===== config.mk =====
export PLATFORM = sky130hd
export DESIGN_NAME = csh_dev_flat
export DESIGN_NICKNAME = d
export VERILOG_FILES = /design/src/csh_pkg.sv /design/src/csh_upbus_if.sv /design/src/csh_dev.sv /design/src/csh_ext_timer.sv /design/src/flat_wrapper.sv
export VERILOG_INCLUDE_DIRS = /design/src
export SDC_FILE = /design/constraint.sdc
export NUM_CORES = 2
export LEC_CHECK = 0
export BUFFER_PORTS_ARGS = -buffer_cell sky130_fd_sc_hd__buf_2
export CAP_MARGIN = 20
export CELL_PAD_IN_SITES_DETAIL_PLACEMENT = 1
export CELL_PAD_IN_SITES_GLOBAL_PLACEMENT = 2
export CORE_MARGIN = 5
export CORE_UTILIZATION = 45
export CTS_BUF_LIST = sky130_fd_sc_hd__clkbuf_8
export DETAILED_ROUTE_END_ITERATION = 10
export PLACE_DENSITY_LB_ADDON = 0.1
export SLEW_MARGIN = 40
export SYNTH_ARGS = -nofsm -noshare
export SYNTH_HDL_FRONTEND = slang
export SYNTH_SLANG_ARGS = --single-unit

===== constraint.sdc =====
create_clock -name hclk -period 2.8 [get_ports hclk]
set_input_delay 0.14 -clock hclk [delete_from_list [all_inputs] [get_ports hclk]]
set_output_delay 0.14 -clock hclk [all_outputs]
set_load 0.005 [all_outputs]

===== src/csh_map.svh =====
// constants of the cell switch host configuration bank: offsets, fields, resets
// assumes an 8-bit direct register bus and a 9-bit extended word address
// Overview of operation
// transmit buffer holds 56 bytes, headers first
// direct and extended transmit copies share storage
// host loads whole cell before transmit request
// 256 enable bits route multicast cells port 0
// enabled multicast control cells go to receive
// bitmap: sixteen 16-bit words, net 0 lowest
// direct and extended bitmap share storage
// shared ATM: float control zero, slave floats
// shared ATM master floats idle data, parity
// nonshared ATM floats idle data and parity
// PHY mode floats all idle; multi-PHY keeps zero
// float control one drives outputs always
// bypass: internal memory, queue 0, no SDRAM
// layer select resets one, one means ATM
// count bit zero: only SRAM select zero
// cell format resets one: 53 bytes, else 55
// size field picks 32K to 256K bytes
// low byte reads zero; bit 15 kept zero
// extended space: main, UTOPIA, SDRAM regions
// start bit begins access, clears when finished
// host initialises buffer and bitmap after reset
`ifndef CSH_MAP_SVH
`define CSH_MAP_SVH

// ----------------------------------------
// direct register space
// ----------------------------------------
`define CSH_TXBUF_BASE 8'ha0
`define CSH_TXBUF_LAST 8'hd7
`define CSH_TXBUF_BYTES 56
`define CSH_MCMAP_BASE 8'he0
`define CSH_MCMAP_BYTES 32
`define CSH_EXT_AHI 8'h33
`define CSH_EXT_ACC 8'h34
`define CSH_EXT_DHI 8'h36
`define CSH_EXT_DLO 8'h37
`define CSH_ACC_START 7

// ----------------------------------------
// extended word space
// ----------------------------------------
`define CSH_X_TXCOPY_LAST 9'h037
`define CSH_X_MCCOPY_BASE 9'h040
`define CSH_X_MCCOPY_LAST 9'h05f
`define CSH_X_MAIN_BASE 9'h100
`define CSH_X_UTOPIA_BASE 9'h140
`define CSH_X_SDRAM_BASE 9'h180
`define CSH_X_MAIN_CFG 9'h100
`define CSH_EXT_LAT 4

// ----------------------------------------
// main setup word one
// ----------------------------------------
`define CSH_CFG_RESET 16'h1400
`define CSH_CFG_FLOAT 8
`define CSH_CFG_BYPASS 9
`define CSH_CFG_LAYER 10
`define CSH_CFG_SRAMQ 11
`define CSH_CFG_CELL 12
`define CSH_CFG_SIZE_LO 13
`define CSH_CFG_RSV 15
`define CSH_CELL_SHORT 6'd53
`define CSH_CELL_LONG 6'd55
`define CSH_LUT_MIN_KB 9'd32

// ----------------------------------------
// controller registers on AHB-Lite
// ----------------------------------------
`define CSH_AHB_CMD 8'h00
`define CSH_AHB_STATUS 8'h04
`define CSH_AHB_POLICY 8'h08
`define CSH_CMD_EXT 28
`define CSH_CMD_WR 29

`endif


===== src/csh_pkg.sv =====
// types shared by both ends of the configuration bank link
// assumes csh_map.svh supplies the numbers
package csh_pkg;
	typedef enum logic [2:0] {
		XR_TXCOPY, XR_MCCOPY, XR_MAIN, XR_UTOPIA, XR_SDRAM, XR_NONE
	} csh_region_type;
	typedef enum {HS_IDLE, HS_ISSUE, HS_WAIT} csh_host_state_type;
endpackage : csh_pkg


===== src/csh_upbus_if.sv =====
// parallel byte register bus between controller and configuration bank
// assumes one clock; strobes are one-cycle pulses
`timescale 1ns/100ps
interface csh_upbus_if;
	logic up_req;
	logic up_wr;
	logic [7:0] up_addr;
	logic [7:0] up_wdata;
	logic up_ack;
	logic [7:0] up_rdata;
	modport host (output up_req, output up_wr, output up_addr, output up_wdata,
		input up_ack, input up_rdata);
	modport dev (input up_req, input up_wr, input up_addr, input up_wdata,
		output up_ack, output up_rdata);
endinterface : csh_upbus_if


===== src/csh_dev.sv =====
// device end: transmit cell buffer, multicast bitmap, main setup word one
// assumes the controller issues one byte request at a time and waits for ack
//
// Local design decision: the AHB-Lite slave port.
`timescale 1ns/100ps
`include "csh_map.svh"
module csh_dev #(
	parameter int EXT_LAT = `CSH_EXT_LAT
) (
	// clock and reset
	input wire logic hclk,
	input wire logic hresetn,
	// byte register bus
	csh_upbus_if.dev bus,
	// transmit engine read port
	input wire logic [5:0] tx_rd_idx,
	output logic [7:0] tx_rd_byte,
	// multicast lookup
	input wire logic mc_valid,
	input wire logic mc_is_ctrl,
	input wire logic [7:0] mc_net,
	output logic to_phy0_queue,
	output logic to_ctrl_rx,
	// UTOPIA transmit pin control
	input wire logic utx_active,
	input wire logic shared_bus,
	input wire logic slave_role,
	output logic utx_soc_oe,
	output logic utx_data_oe,
	// lookup SRAM selects
	input wire logic lut_req,
	input wire logic lut_bank,
	output logic lookup_sram_select_zero,
	output logic lookup_sram_select_one,
	// configuration view
	output logic transmit_float_control,
	output logic sdram_enable,
	output logic queue0_only,
	output logic atm_layer_mode,
	output logic two_srams,
	output logic cell_length_select,
	output logic [5:0] cell_bytes,
	output logic [1:0] sram_size,
	output logic [8:0] lookup_capacity_kb
);
	// contents undefined after reset; software fills them
	logic [7:0] txbuf [`CSH_TXBUF_BYTES];
	logic [7:0] mcmap [`CSH_MCMAP_BYTES];
	logic [15:0] cfg_r;
	logic [2:0] ahi_r;
	logic [7:0] acc_r;
	logic [15:0] xd_r;
	logic ack_r;
	logic [7:0] rdata_r;
	logic [8:0] xa;
	logic x_done;
	logic x_start;
	logic [1:0] x_we;
	logic dwr;
	logic in_tx;
	logic in_mc;
	logic [5:0] tx_idx;
	logic [5:0] xt_idx;
	logic [4:0] xm_idx;
	logic [15:0] xrd;
	csh_pkg::csh_region_type rgn;

	assign dwr = bus.up_req && bus.up_wr;
	assign in_tx = bus.up_addr >= `CSH_TXBUF_BASE && bus.up_addr <= `CSH_TXBUF_LAST;
	assign in_mc = bus.up_addr[7:5] == 3'(`CSH_MCMAP_BASE >> 5);
	assign tx_idx = 6'(bus.up_addr - `CSH_TXBUF_BASE);
	assign xa = {ahi_r, acc_r[4:0], 1'b0};
	assign x_we = acc_r[6:5];
	assign xt_idx = xa[5:0];
	assign xm_idx = xa[4:0];
	assign x_start = dwr && bus.up_addr == `CSH_EXT_ACC && bus.up_wdata[`CSH_ACC_START]
		&& !acc_r[`CSH_ACC_START];

	// ----------------------------------------
	// extended space decode
	// ----------------------------------------
	always_comb begin
		if (xa <= `CSH_X_TXCOPY_LAST) begin
			rgn = csh_pkg::XR_TXCOPY;
		end else if (xa >= `CSH_X_MCCOPY_BASE && xa <= `CSH_X_MCCOPY_LAST) begin
			rgn = csh_pkg::XR_MCCOPY;
		end else if (xa >= `CSH_X_SDRAM_BASE) begin
			rgn = csh_pkg::XR_SDRAM;
		end else if (xa >= `CSH_X_UTOPIA_BASE) begin
			rgn = csh_pkg::XR_UTOPIA;
		end else if (xa >= `CSH_X_MAIN_BASE) begin
			rgn = csh_pkg::XR_MAIN;
		end else begin
			rgn = csh_pkg::XR_NONE;
		end
	end

	always_comb begin
		case (rgn)
			csh_pkg::XR_TXCOPY: xrd = {txbuf[xt_idx], txbuf[xt_idx | 6'h01]};
			csh_pkg::XR_MCCOPY: xrd = {mcmap[xm_idx | 5'h01], mcmap[xm_idx]};
			csh_pkg::XR_MAIN: xrd = (xa == `CSH_X_MAIN_CFG) ? {cfg_r[15:8], 8'h00} : 16'h0000;
			default: xrd = 16'h0000;
		endcase
	end

	csh_ext_timer #(.LAT(EXT_LAT)) u_timer (
		.hclk(hclk),
		.hresetn(hresetn),
		.start(x_start),
		.done(x_done)
	);

	// ----------------------------------------
	// extended access registers
	// ----------------------------------------
	always_ff @(posedge hclk or negedge hresetn) begin
		if (!hresetn) begin
			ahi_r <= 3'h0;
		end else if (dwr && bus.up_addr == `CSH_EXT_AHI && !acc_r[`CSH_ACC_START]) begin
			ahi_r <= bus.up_wdata[7:5];
		end
	end

	// address and enables are frozen while an access runs
	always_ff @(posedge hclk or negedge hresetn) begin
		if (!hresetn) begin
			acc_r <= 8'h00;
		end else if (x_start) begin
			acc_r <= bus.up_wdata;
		end else if (x_done) begin
			acc_r[`CSH_ACC_START] <= 1'b0;
		end
	end

	always_ff @(posedge hclk or negedge hresetn) begin
		if (!hresetn) begin
			xd_r <= 16'h0000;
		end else if (x_done && x_we == 2'b00) begin
			xd_r <= xrd;
		end else if (dwr && bus.up_addr == `CSH_EXT_DHI) begin
			xd_r[15:8] <= bus.up_wdata;
		end else if (dwr && bus.up_addr == `CSH_EXT_DLO) begin
			xd_r[7:0] <= bus.up_wdata;
		end
	end

	// ----------------------------------------
	// shared storage, both paths; setup word written by extended path only
	// ----------------------------------------
	always_ff @(posedge hclk) begin
		if (x_done && rgn == csh_pkg::XR_TXCOPY) begin
			if (x_we[1]) begin
				txbuf[xt_idx] <= xd_r[15:8];
			end
			if (x_we[0]) begin
				txbuf[xt_idx | 6'h01] <= xd_r[7:0];
			end
		end
		if (dwr && in_tx) begin
			txbuf[tx_idx] <= bus.up_wdata;
		end
	end

	always_ff @(posedge hclk) begin
		if (x_done && rgn == csh_pkg::XR_MCCOPY) begin
			if (x_we[1]) begin
				mcmap[xm_idx | 5'h01] <= xd_r[15:8];
			end
			if (x_we[0]) begin
				mcmap[xm_idx] <= xd_r[7:0];
			end
		end
		if (dwr && in_mc) begin
			mcmap[bus.up_addr[4:0]] <= bus.up_wdata;
		end
	end

	always_ff @(posedge hclk or negedge hresetn) begin
		if (!hresetn) begin
			cfg_r <= `CSH_CFG_RESET;
		end else if (x_done && x_we[1] && xa == `CSH_X_MAIN_CFG) begin
			cfg_r[15:8] <= xd_r[15:8];
		end
	end

	// ----------------------------------------
	// byte bus answer
	// ----------------------------------------
	always_ff @(posedge hclk or negedge hresetn) begin
		if (!hresetn) begin
			ack_r <= 1'b0;
			rdata_r <= 8'h00;
		end else begin
			ack_r <= bus.up_req;
			if (bus.up_req && !bus.up_wr) begin
				if (in_tx) begin
					rdata_r <= txbuf[tx_idx];
				end else if (in_mc) begin
					rdata_r <= mcmap[bus.up_addr[4:0]];
				end else if (bus.up_addr == `CSH_EXT_AHI) begin
					rdata_r <= {ahi_r, 5'h00};
				end else if (bus.up_addr == `CSH_EXT_ACC) begin
					rdata_r <= acc_r;
				end else if (bus.up_addr == `CSH_EXT_DHI) begin
					rdata_r <= xd_r[15:8];
				end else if (bus.up_addr == `CSH_EXT_DLO) begin
					rdata_r <= xd_r[7:0];
				end else begin
					rdata_r <= 8'h00;
				end
			end
		end
	end

	assign bus.up_ack = ack_r;
	assign bus.up_rdata = rdata_r;

	// ----------------------------------------
	// block-side views
	// ----------------------------------------
	always_ff @(posedge hclk or negedge hresetn) begin
		if (!hresetn) begin
			tx_rd_byte <= 8'h00;
			to_phy0_queue <= 1'b0;
			to_ctrl_rx <= 1'b0;
		end else begin
			tx_rd_byte <= txbuf[tx_rd_idx];
			to_phy0_queue <= mc_valid && !mc_is_ctrl && mcmap[mc_net[7:3]][mc_net[2:0]];
			to_ctrl_rx <= mc_valid && mc_is_ctrl && mcmap[mc_net[7:3]][mc_net[2:0]];
		end
	end

	// oe high means driving; idle data floats unless forced on; ATM mode drives start-of-cell unless shared slave
	always_ff @(posedge hclk or negedge hresetn) begin
		if (!hresetn) begin
			utx_soc_oe <= 1'b0;
			utx_data_oe <= 1'b0;
		end else if (cfg_r[`CSH_CFG_FLOAT]) begin
			utx_soc_oe <= 1'b1;
			utx_data_oe <= 1'b1;
		end else if (!cfg_r[`CSH_CFG_LAYER]) begin
			utx_soc_oe <= utx_active;
			utx_data_oe <= utx_active;
		end else begin
			utx_soc_oe <= !(shared_bus && slave_role);
			utx_data_oe <= utx_active;
		end
	end

	always_ff @(posedge hclk or negedge hresetn) begin
		if (!hresetn) begin
			lookup_sram_select_zero <= 1'b0;
			lookup_sram_select_one <= 1'b0;
		end else begin
			lookup_sram_select_zero <= lut_req && !(two_srams && lut_bank);
			lookup_sram_select_one <= lut_req && two_srams && lut_bank;
		end
	end

	assign transmit_float_control = cfg_r[`CSH_CFG_FLOAT];
	assign queue0_only = cfg_r[`CSH_CFG_BYPASS];
	assign sdram_enable = !cfg_r[`CSH_CFG_BYPASS];
	assign atm_layer_mode = cfg_r[`CSH_CFG_LAYER];
	assign two_srams = cfg_r[`CSH_CFG_SRAMQ];
	assign cell_length_select = cfg_r[`CSH_CFG_CELL];
	assign cell_bytes = cfg_r[`CSH_CFG_CELL] ? `CSH_CELL_SHORT : `CSH_CELL_LONG;
	assign sram_size = cfg_r[`CSH_CFG_SIZE_LO +: 2];
	assign lookup_capacity_kb = `CSH_LUT_MIN_KB << sram_size;
endmodule : csh_dev


===== src/csh_ext_timer.sv =====
// fixed latency timer for one extended memory access
// assumes start is a one-cycle pulse while not busy
`timescale 1ns/100ps
module csh_ext_timer #(
	parameter int LAT = 4
) (
	// clock and reset
	input wire logic hclk,
	input wire logic hresetn,
	// control
	input wire logic start,
	output logic done
);
	logic [7:0] cnt_r;

	always_ff @(posedge hclk or negedge hresetn) begin
		if (!hresetn) begin
			cnt_r <= 8'h00;
		end else if (start) begin
			cnt_r <= 8'(LAT);
		end else if (cnt_r != 8'h00) begin
			cnt_r <= cnt_r - 8'h01;
		end
	end

	assign done = (cnt_r == 8'h01);
endmodule : csh_ext_timer


===== src/flat_wrapper.sv =====
// flat-port wrapper written by rule: the top's interface ports become plain ports
module csh_dev_flat 
#(
	parameter int EXT_LAT = `CSH_EXT_LAT
)
  (hclk, hresetn, tx_rd_idx, tx_rd_byte, mc_valid, mc_is_ctrl, mc_net, to_phy0_queue, to_ctrl_rx, utx_active, shared_bus, slave_role, utx_soc_oe, utx_data_oe, lut_req, lut_bank, lookup_sram_select_zero, lookup_sram_select_one, transmit_float_control, sdram_enable, queue0_only, atm_layer_mode, two_srams, cell_length_select, cell_bytes, sram_size, lookup_capacity_kb, bus_up_req, bus_up_wr, bus_up_addr, bus_up_wdata, bus_up_ack, bus_up_rdata);
  csh_upbus_if bus_i ();
  input wire logic hclk;
  input wire logic hresetn;
  input wire logic [5:0] tx_rd_idx;
  output logic [7:0] tx_rd_byte;
  input wire logic mc_valid;
  input wire logic mc_is_ctrl;
  input wire logic [7:0] mc_net;
  output logic to_phy0_queue;
  output logic to_ctrl_rx;
  input wire logic utx_active;
  input wire logic shared_bus;
  input wire logic slave_role;
  output logic utx_soc_oe;
  output logic utx_data_oe;
  input wire logic lut_req;
  input wire logic lut_bank;
  output logic lookup_sram_select_zero;
  output logic lookup_sram_select_one;
  output logic transmit_float_control;
  output logic sdram_enable;
  output logic queue0_only;
  output logic atm_layer_mode;
  output logic two_srams;
  output logic cell_length_select;
  output logic [5:0] cell_bytes;
  output logic [1:0] sram_size;
  output logic [8:0] lookup_capacity_kb;
  input wire logic [$bits(bus_i.up_req)-1:0] bus_up_req;
  input wire logic [$bits(bus_i.up_wr)-1:0] bus_up_wr;
  input wire logic [$bits(bus_i.up_addr)-1:0] bus_up_addr;
  input wire logic [$bits(bus_i.up_wdata)-1:0] bus_up_wdata;
  output wire logic [$bits(bus_i.up_ack)-1:0] bus_up_ack;
  output wire logic [$bits(bus_i.up_rdata)-1:0] bus_up_rdata;
  assign bus_i.up_req = bus_up_req;
  assign bus_i.up_wr = bus_up_wr;
  assign bus_i.up_addr = bus_up_addr;
  assign bus_i.up_wdata = bus_up_wdata;
  assign bus_up_ack = bus_i.up_ack;
  assign bus_up_rdata = bus_i.up_rdata;
  csh_dev #(.EXT_LAT(EXT_LAT)) u_core (.hclk(hclk), .hresetn(hresetn), .bus(bus_i), .tx_rd_idx(tx_rd_idx), .tx_rd_byte(tx_rd_byte), .mc_valid(mc_valid), .mc_is_ctrl(mc_is_ctrl), .mc_net(mc_net), .to_phy0_queue(to_phy0_queue), .to_ctrl_rx(to_ctrl_rx), .utx_active(utx_active), .shared_bus(shared_bus), .slave_role(slave_role), .utx_soc_oe(utx_soc_oe), .utx_data_oe(utx_data_oe), .lut_req(lut_req), .lut_bank(lut_bank), .lookup_sram_select_zero(lookup_sram_select_zero), .lookup_sram_select_one(lookup_sram_select_one), .transmit_float_control(transmit_float_control), .sdram_enable(sdram_enable), .queue0_only(queue0_only), .atm_layer_mode(atm_layer_mode), .two_srams(two_srams), .cell_length_select(cell_length_select), .cell_bytes(cell_bytes), .sram_size(sram_size), .lookup_capacity_kb(lookup_capacity_kb));
endmodule

Word level (Yosys, flattened, before mapping)
Memory sizes are Yosys's and may differ from the RTL's. A register that Yosys moved wholly into a read port is not among the register bits.
Index checks and enable logic that the tools add are counted.
{"block": "totals", "regBits": 58, "latchBits": 0, "ram_bits": 704, "mem_bits_ro": 0, "input_bits": 41, "out_inout_bits": 46, "word_cells": 122, "n_memories": 2}
{"block": "op_classes", "add_sub_neg": 2, "multipliers": 0, "div": 0, "order_cmp": 9, "n_eq_ne": 10, "shift": 1, "muxes": 41, "bitwise_logic": 0, "n_reduce_logical": 42}
{"name": "u_core.txbuf", "words": 56, "width": 8, "rd": 4, "rd_clocked_by_memory_dff": 1, "wr": 3, "line_no": "csh_dev.sv:47", "text": "logic [7:0] txbuf [`CSH_TXBUF_BYTES];"}
{"name": "u_core.mcmap", "words": 32, "width": 8, "rd": 4, "rd_clocked_by_memory_dff": 0, "wr": 3, "line_no": "csh_dev.sv:48", "text": "logic [7:0] mcmap [`CSH_MCMAP_BYTES];"}
{"cell": "$mux W8", "n": 11}
{"cell": "$pmux W16 S3", "n": 1}
{"cell": "$eq A8 B6 Y1 const B", "n": 4}
{"cell": "$mux W16", "n": 2}
{"cell": "$ge A9 B9 Y1 const B", "n": 3}
{"cell": "$logic_and A1 B1 Y1", "n": 27}
{"cell": "$mux W1", "n": 20}
{"cell": "$mux W3", "n": 5}
{"cell": "$ge A9 B7 Y1 const B", "n": 1}
{"cell": "$le A9 B6 Y1 const B", "n": 1}
{"cell": "$le A9 B7 Y1 const B", "n": 1}
{"cell": "$shl A6 B2 Y9 const A", "n": 1}
{"cell": "$eq A8 B1 Y1 const B", "n": 1}
{"cell": "$eq A8 B8 Y1 const B", "n": 1}
{"cell": "$ge A8 B8 Y1 const B", "n": 1}
{"cell": "$le A8 B8 Y1 const B", "n": 1}
{"cell": "$reduce_bool A2 Y1", "n": 4}
{"cell": "$reduce_bool A8 Y1", "n": 1}
{"cell": "$sub A8 B1 Y8 const B", "n": 1}
{"cell": "$logic_not A1 Y1", "n": 7}
{"cell": "$sub A6 B6 Y6 const B", "n": 1}
{"cell": "$lt A3 B4 Y1 const B", "n": 1}
{"cell": "$bmux W1 S3", "n": 1}
{"cell": "$eq A3 B1 Y1 const B", "n": 1}
{"cell": "7 further kinds", "n": 7}

Depth between registers and ports, before layout
{"block": "depth", "ltp_word": 10, "mapped_depth": 11}

Modules after synthesis
A second synthesis with hierarchy kept.
{"block": "unflattened", "cells_unflattened": 3228, "hier_area_um2": 51574.5}
{"module": "csh_dev", "n_inst": 1, "cells_per_inst": 3178, "area_each_um2": 51076.5}
{"module": "csh_ext_timer", "n_inst": 1, "cells_per_inst": 50, "area_each_um2": 498.0}

Least setup slack after synthesis
No wires, ideal clock.
{"block": "synth_timing", "path_kind": "reg2reg", "from": "register u_core.acc_r[2]", "to": "memory u_core.txbuf[53][0] (enable)", "setup_ns": 0.384, "t_arrival_ns": 2.459, "t_required_ns": 2.416, "path_slack_ns": -0.043, "stages_incl_launch_ff": 8, "n_path_buf": 3, "cell_sequence": "dfrtp_1 clkbuf_1 and2_0 clkbuf_1 a2111oi_0 nand4_1 clkbuf_1 o21ai_0"}
{"item": "start: declaration", "line_no": "csh_dev.sv:51", "text": "logic [7:0] acc_r;"}
{"item": "start signal: assignment", "line_no": "csh_dev.sv:130", "text": "acc_r <= bus.up_wdata;"}
{"item": "end: declaration", "line_no": "csh_dev.sv:47"}

Worst setup path after layout
{"block": "layout_timing", "from": "register u_core.acc_r[0]", "to": "register u_core.xd_r[12]"}
{"block": "layout_between", "elab_chain_len": 9, "elab_cells_between_ends": 21, "classes_between": "order compare: 6; eq/ne: 3; mux: 8; reduce/logical: 2; memory: 2"}
{"item": "$ge A9 B9 Y1 (no line)"}
{"item": "$mux W3", "line_no": "csh_dev.sv:91", "text": "end else if (xa >= `CSH_X_MAIN_BASE) begin"}
{"item": "$mux W3", "line_no": "csh_dev.sv:89", "text": "end else if (xa >= `CSH_X_UTOPIA_BASE) begin"}
{"item": "$mux W3", "line_no": "csh_dev.sv:87", "text": "end else if (xa >= `CSH_X_SDRAM_BASE) begin"}
{"item": "$mux W3", "line_no": "csh_dev.sv:85", "text": "end else if (xa >= `CSH_X_MCCOPY_BASE && xa <= `CSH_X_MCCOPY_LAST) begin"}
{"item": "$mux W3", "line_no": "csh_dev.sv:83", "text": "if (xa <= `CSH_X_TXCOPY_LAST) begin"}
{"item": "$eq A3 B2 Y1, or another cell as far along", "line_no": "csh_dev.sv:99", "text": "case (rgn)"}
{"item": "$pmux W16 S3 (*)", "line_no": "csh_dev.sv:99"}
{"item": "$mux W16 (*)", "line_no": "csh_dev.sv:139", "text": "end else if (x_done && x_we == 2'b00) begin"}
{"item": "end signal: assignment", "line_no": "csh_dev.sv:140", "text": "xd_r <= xrd;"}
{"item": "end signal: assignment", "line_no": "csh_dev.sv:142", "text": "xd_r[15:8] <= bus.up_wdata;"}
{"item": "end: declaration", "line_no": "csh_dev.sv:52", "text": "logic [15:0] xd_r;"}
Every way passes the cells marked *; elsewhere a longest branch is shown, timed or not.
A chain may end at the register's enable or synchronous reset.

==> impl_metrics.tcl <==
set metrics [dict create \
    max_freq_mhz 359 \
    p_seq_share_pct 48.6 \
    clock_sinks 770 \
    seq_area_um2 22800 \
    gp_congestion 1.01 \
    dieWidth_um 347 \
    multi_input_area_um2 26700 \
    p_clk_share_pct 40.6 \
    setup_viol 0 \
    drtIter0Drc 5328 \
    internal-power_mw 19.2 \
    yosysWarnings 0 \
    tightestPinTransition_ns 0.891 \
    viasPerCell 7.16 \
    die_area_um2 121000 \
    end_kind "register" \
    htree_levels 4 \
    fin_ws_ns 0.0183 \
    final_cells 5222 \
    critPathBufInv 2 \
    ys_seq_elements 770 \
    pre_cts_ws_ns -0.327 \
    finClkSkew_ns 0.0444 \
    synth_area_leaders "edfxtp_1, mux4_2, mux2_2" \
    antenna_found_initial 25 \
    final_util_pct 52.6 \
    path_max_fanout 21 \
    combinationalPowerShare_pct 10.8 \
    num_vias 37400 \
    avgSynthCellArea_um2 15.6 \
    cts.reportedPaths.clkPinSlew_ns 0.06 \
    drc 0 \
    ys_types 60 \
    io_pins 87 \
    hp-class "input port to register" \
    swShare_pct 26.8 \
    yosys.area.top_type "edfxtp_1" \
    wire_per_inst_um 42.8 \
    cts_tree "built" \
    async_flop_share_pct 8.57 \
    p_leak_nw 18.8 \
    dp_cells 4906 \
    gr-total-overflow 0 \
    drive_gt1_share_pct 57.7 \
    area_delta_synth_final_pct 15.9 \
    hpwl_mm 163 \
    crit_required_ns 3.48 \
    cellPowerDensity_nw_per_um2 441 \
    grt_start_max_net_pins 61 \
    max_stage_delay_ns 0.66 \
    n_fill_cell 10600 \
    die_h_um 347 \
    p_total_mw 26.2 \
    postSynthCellCount 3278 \
    fin_crit_ns 2.78 \
    reg2regPathDepth 6 \
    grt_pass1_vias 37700 \
    drtPass1Iterations 6 \
    synth.top_cell.area_share_pct 41.3 \
    grt_pass1_wl_mm 309 \
    seq_area_frac_synth_pct 44.5 \
    crit_slowest_cell "mux4_2" \
    whs_path_depth 4 \
    ant_nets 0 \
    portBuffers 76 \
    cts.path.max_buffers 3 \
    cts_buffers 145 \
    ys.flop_type "edfxtp_1" \
    root_buffer "clkbuf_8" \
    grt_usage_pct 36.5 \
    slew_viol_final 0 \
    finalHoldViolCount 0 \
    coreArea_um2 113000 \
    synth_area_um2 51200 \
    switchingPower_mw 7.01 \
    num_rows 123 \
    cp.depth 6 \
    routed_wl_mm 224 \
    cpLargestDelayFamily "multiplexers" \
    outcome "finished, final reports clean" \
    synth-edff-count 704 \
    fin_crit_sh_pct 99.3 \
    final_nets 3642 \
    critPathLaunchType "register" \
    arrival_ns 3.46 \
    start_util_pct 45.4 \
    ir_drop_mv 0.352 \
    clk_latency_ns 0.87 \
    path_common_cell "mux4_2" \
    slew-limit-headroom_pct 40.6 \
    critPathKind "register to register" \
    cap_viol_max_count 0 \
    cp_cell_sequence "buf_12 -> buf_16 -> mux4_2 -> mux4_2 -> a22oi_2 -> o221ai_1" \
]
[synth_stat cells, drive strengths merged (17+ instances only)]
cell type	n
mux4	598
o21ai	73
nand2	132
clkbuf	242
inv	17
mux2	729
o221ai	20
nor3	22
buf	154
dfrtp	64
mux2i	132
o22ai	69
nor2	114
edfxtp	704
a22oi	35
nand3	29
a21oi	21
[flip-flops by register name, summed over array words and instances (netlist names), 2 cells and up]
name,count
u_core.acc_r,8
u_core.ahi_r,3
u_core.bus.up_rdata,8
u_core.mcmap,256
u_core.sram_size,2
u_core.tx_rd_byte,8
u_core.txbuf,448
u_core.u_timer.cnt_r,8
u_core.xd_r,16
[tightest hold or removal path: cells and delay by family]
kind,cells,cell delay [ns]
simple gates,2,0.09
buf+inv,2,0.65
[cell type report]
| type | instances | area share (%) |
|---|---|---|
| clock buffers | 151 | 3.50 |
| clock inverters | 110 | 1.00 |
| flip-flops and latches | 770 | 38.5 |
| multi-input cells | 2102 | 44.9 |
| diodes | 9 | 0.0380 |
| well taps | 1500 | 3.16 |
| repair buffers | 562 | 8.76 |
| inverters | 18 | 0.114 |
[kinds of logic (layout without fill, tap and decap cells)]
kind of cell | Yosys count | in the layout | synth area share (%)
mux | 1459 | 1459 | 44.9
buf+inv | 414 | 841 | 3.58
compound gates | 260 | 260 | 3.29
xor+xnor | 4 | 4 | 0.0684
simple gates | 367 | 367 | 3.56
fa+ha+maj | 2 | 2 | 0.0489
flops | 770 | 770 | 44.5
other cells | 2 | 19 | 0.0147
[final timing paths]
path | startpoint | endpoint | slack (ns)
worst min register to register | u_core.u_timer.cnt_r[7] | u_core.u_timer.cnt_r[7] | 0.58
worst max register to register | u_core.acc_r[0] | u_core.xd_r[12] | 0.02
worst min-delay path | mc_is_ctrl | u_core.to_ctrl_rx | 0.09
min in group asynchronous | hresetn | u_core.cfg_r[15] | 0.45
max in group asynchronous | hresetn | u_core.xd_r[2] | 1.98
worst max-delay path | u_core.acc_r[0] | u_core.xd_r[12] | 0.02
[power groups by stage]
stage               Combinational [mW]  Sequential [mW]  Clock (mW)
floorplan                         1.66             12.8           0
global placement                  2.65             12.9           0
detailed placement                2.71             13.0           0
CTS                               2.77             12.7        10.8
global route                      2.92             12.7        11.4
finish                            2.82             12.7        10.6
[what timing repair did]
item,4_1_cts,5_1_grt
hold endpoints to repair,153,0
resized for setup,8,3
hold buffers,33,0
setup buffers,0,12
cloned,1,0
pin swaps,0,1
endpoints found under the setup margin,7,15
[cells in the final DEF, fill, tap and decap left out, types with 6 or more instances in the layout]
cell type,n
mux2_2,729
edfxtp_1,704
mux4_2,598
buf_4,384
clkbuf_8,151
mux2i_1,132
nand2_1,131
buf_12,77
o21ai_0,68
o22ai_1,68
inv_1,63
buf_2,61
nor2_1,57
nor2_2,57
dfrtp_1,44
clkinv_1,37
dlygate4sd3_1,32
a22oi_1,31
nand3_1,28
a21oi_1,21
o221ai_1,20
nor2b_1,16
nor3_1,15
dfrtp_2,15
clkinv_2,12
conb_1,10
diode_2,9
nand2b_1,9
o21bai_1,8
nor3_2,7
a221oi_1,7
clkinvlp_4,7
and2_1,6
nand4_1,6
[through the flow]
stage,instance area [µm²],TNS [ns],hold WS [ns]
6_report,59300,0,0.0861
5_1_grt,59300,-0.00264,0.0756
4_1_cts,59200,0,0.0272
3_5_place_dp,56100,-2.95,0.173
3_3_place_gp,56100,-2.21,0.160
2_1_floorplan,51200,-0.682,-0.156
[routing by layer]
layer  track usage [%]  vias to the layer above  part of all wire, %  wire, µm
met2              55.0                     2548                   45    100000
met3              11.3                      415                   12     26000
met4              12.3                       16                  3.9      8750
li1                  -                    14200                    -         -
met1              50.6                    20200                   40     88600
met5             0.746                        -                0.093       209
(Power assumes the default switching activity.)
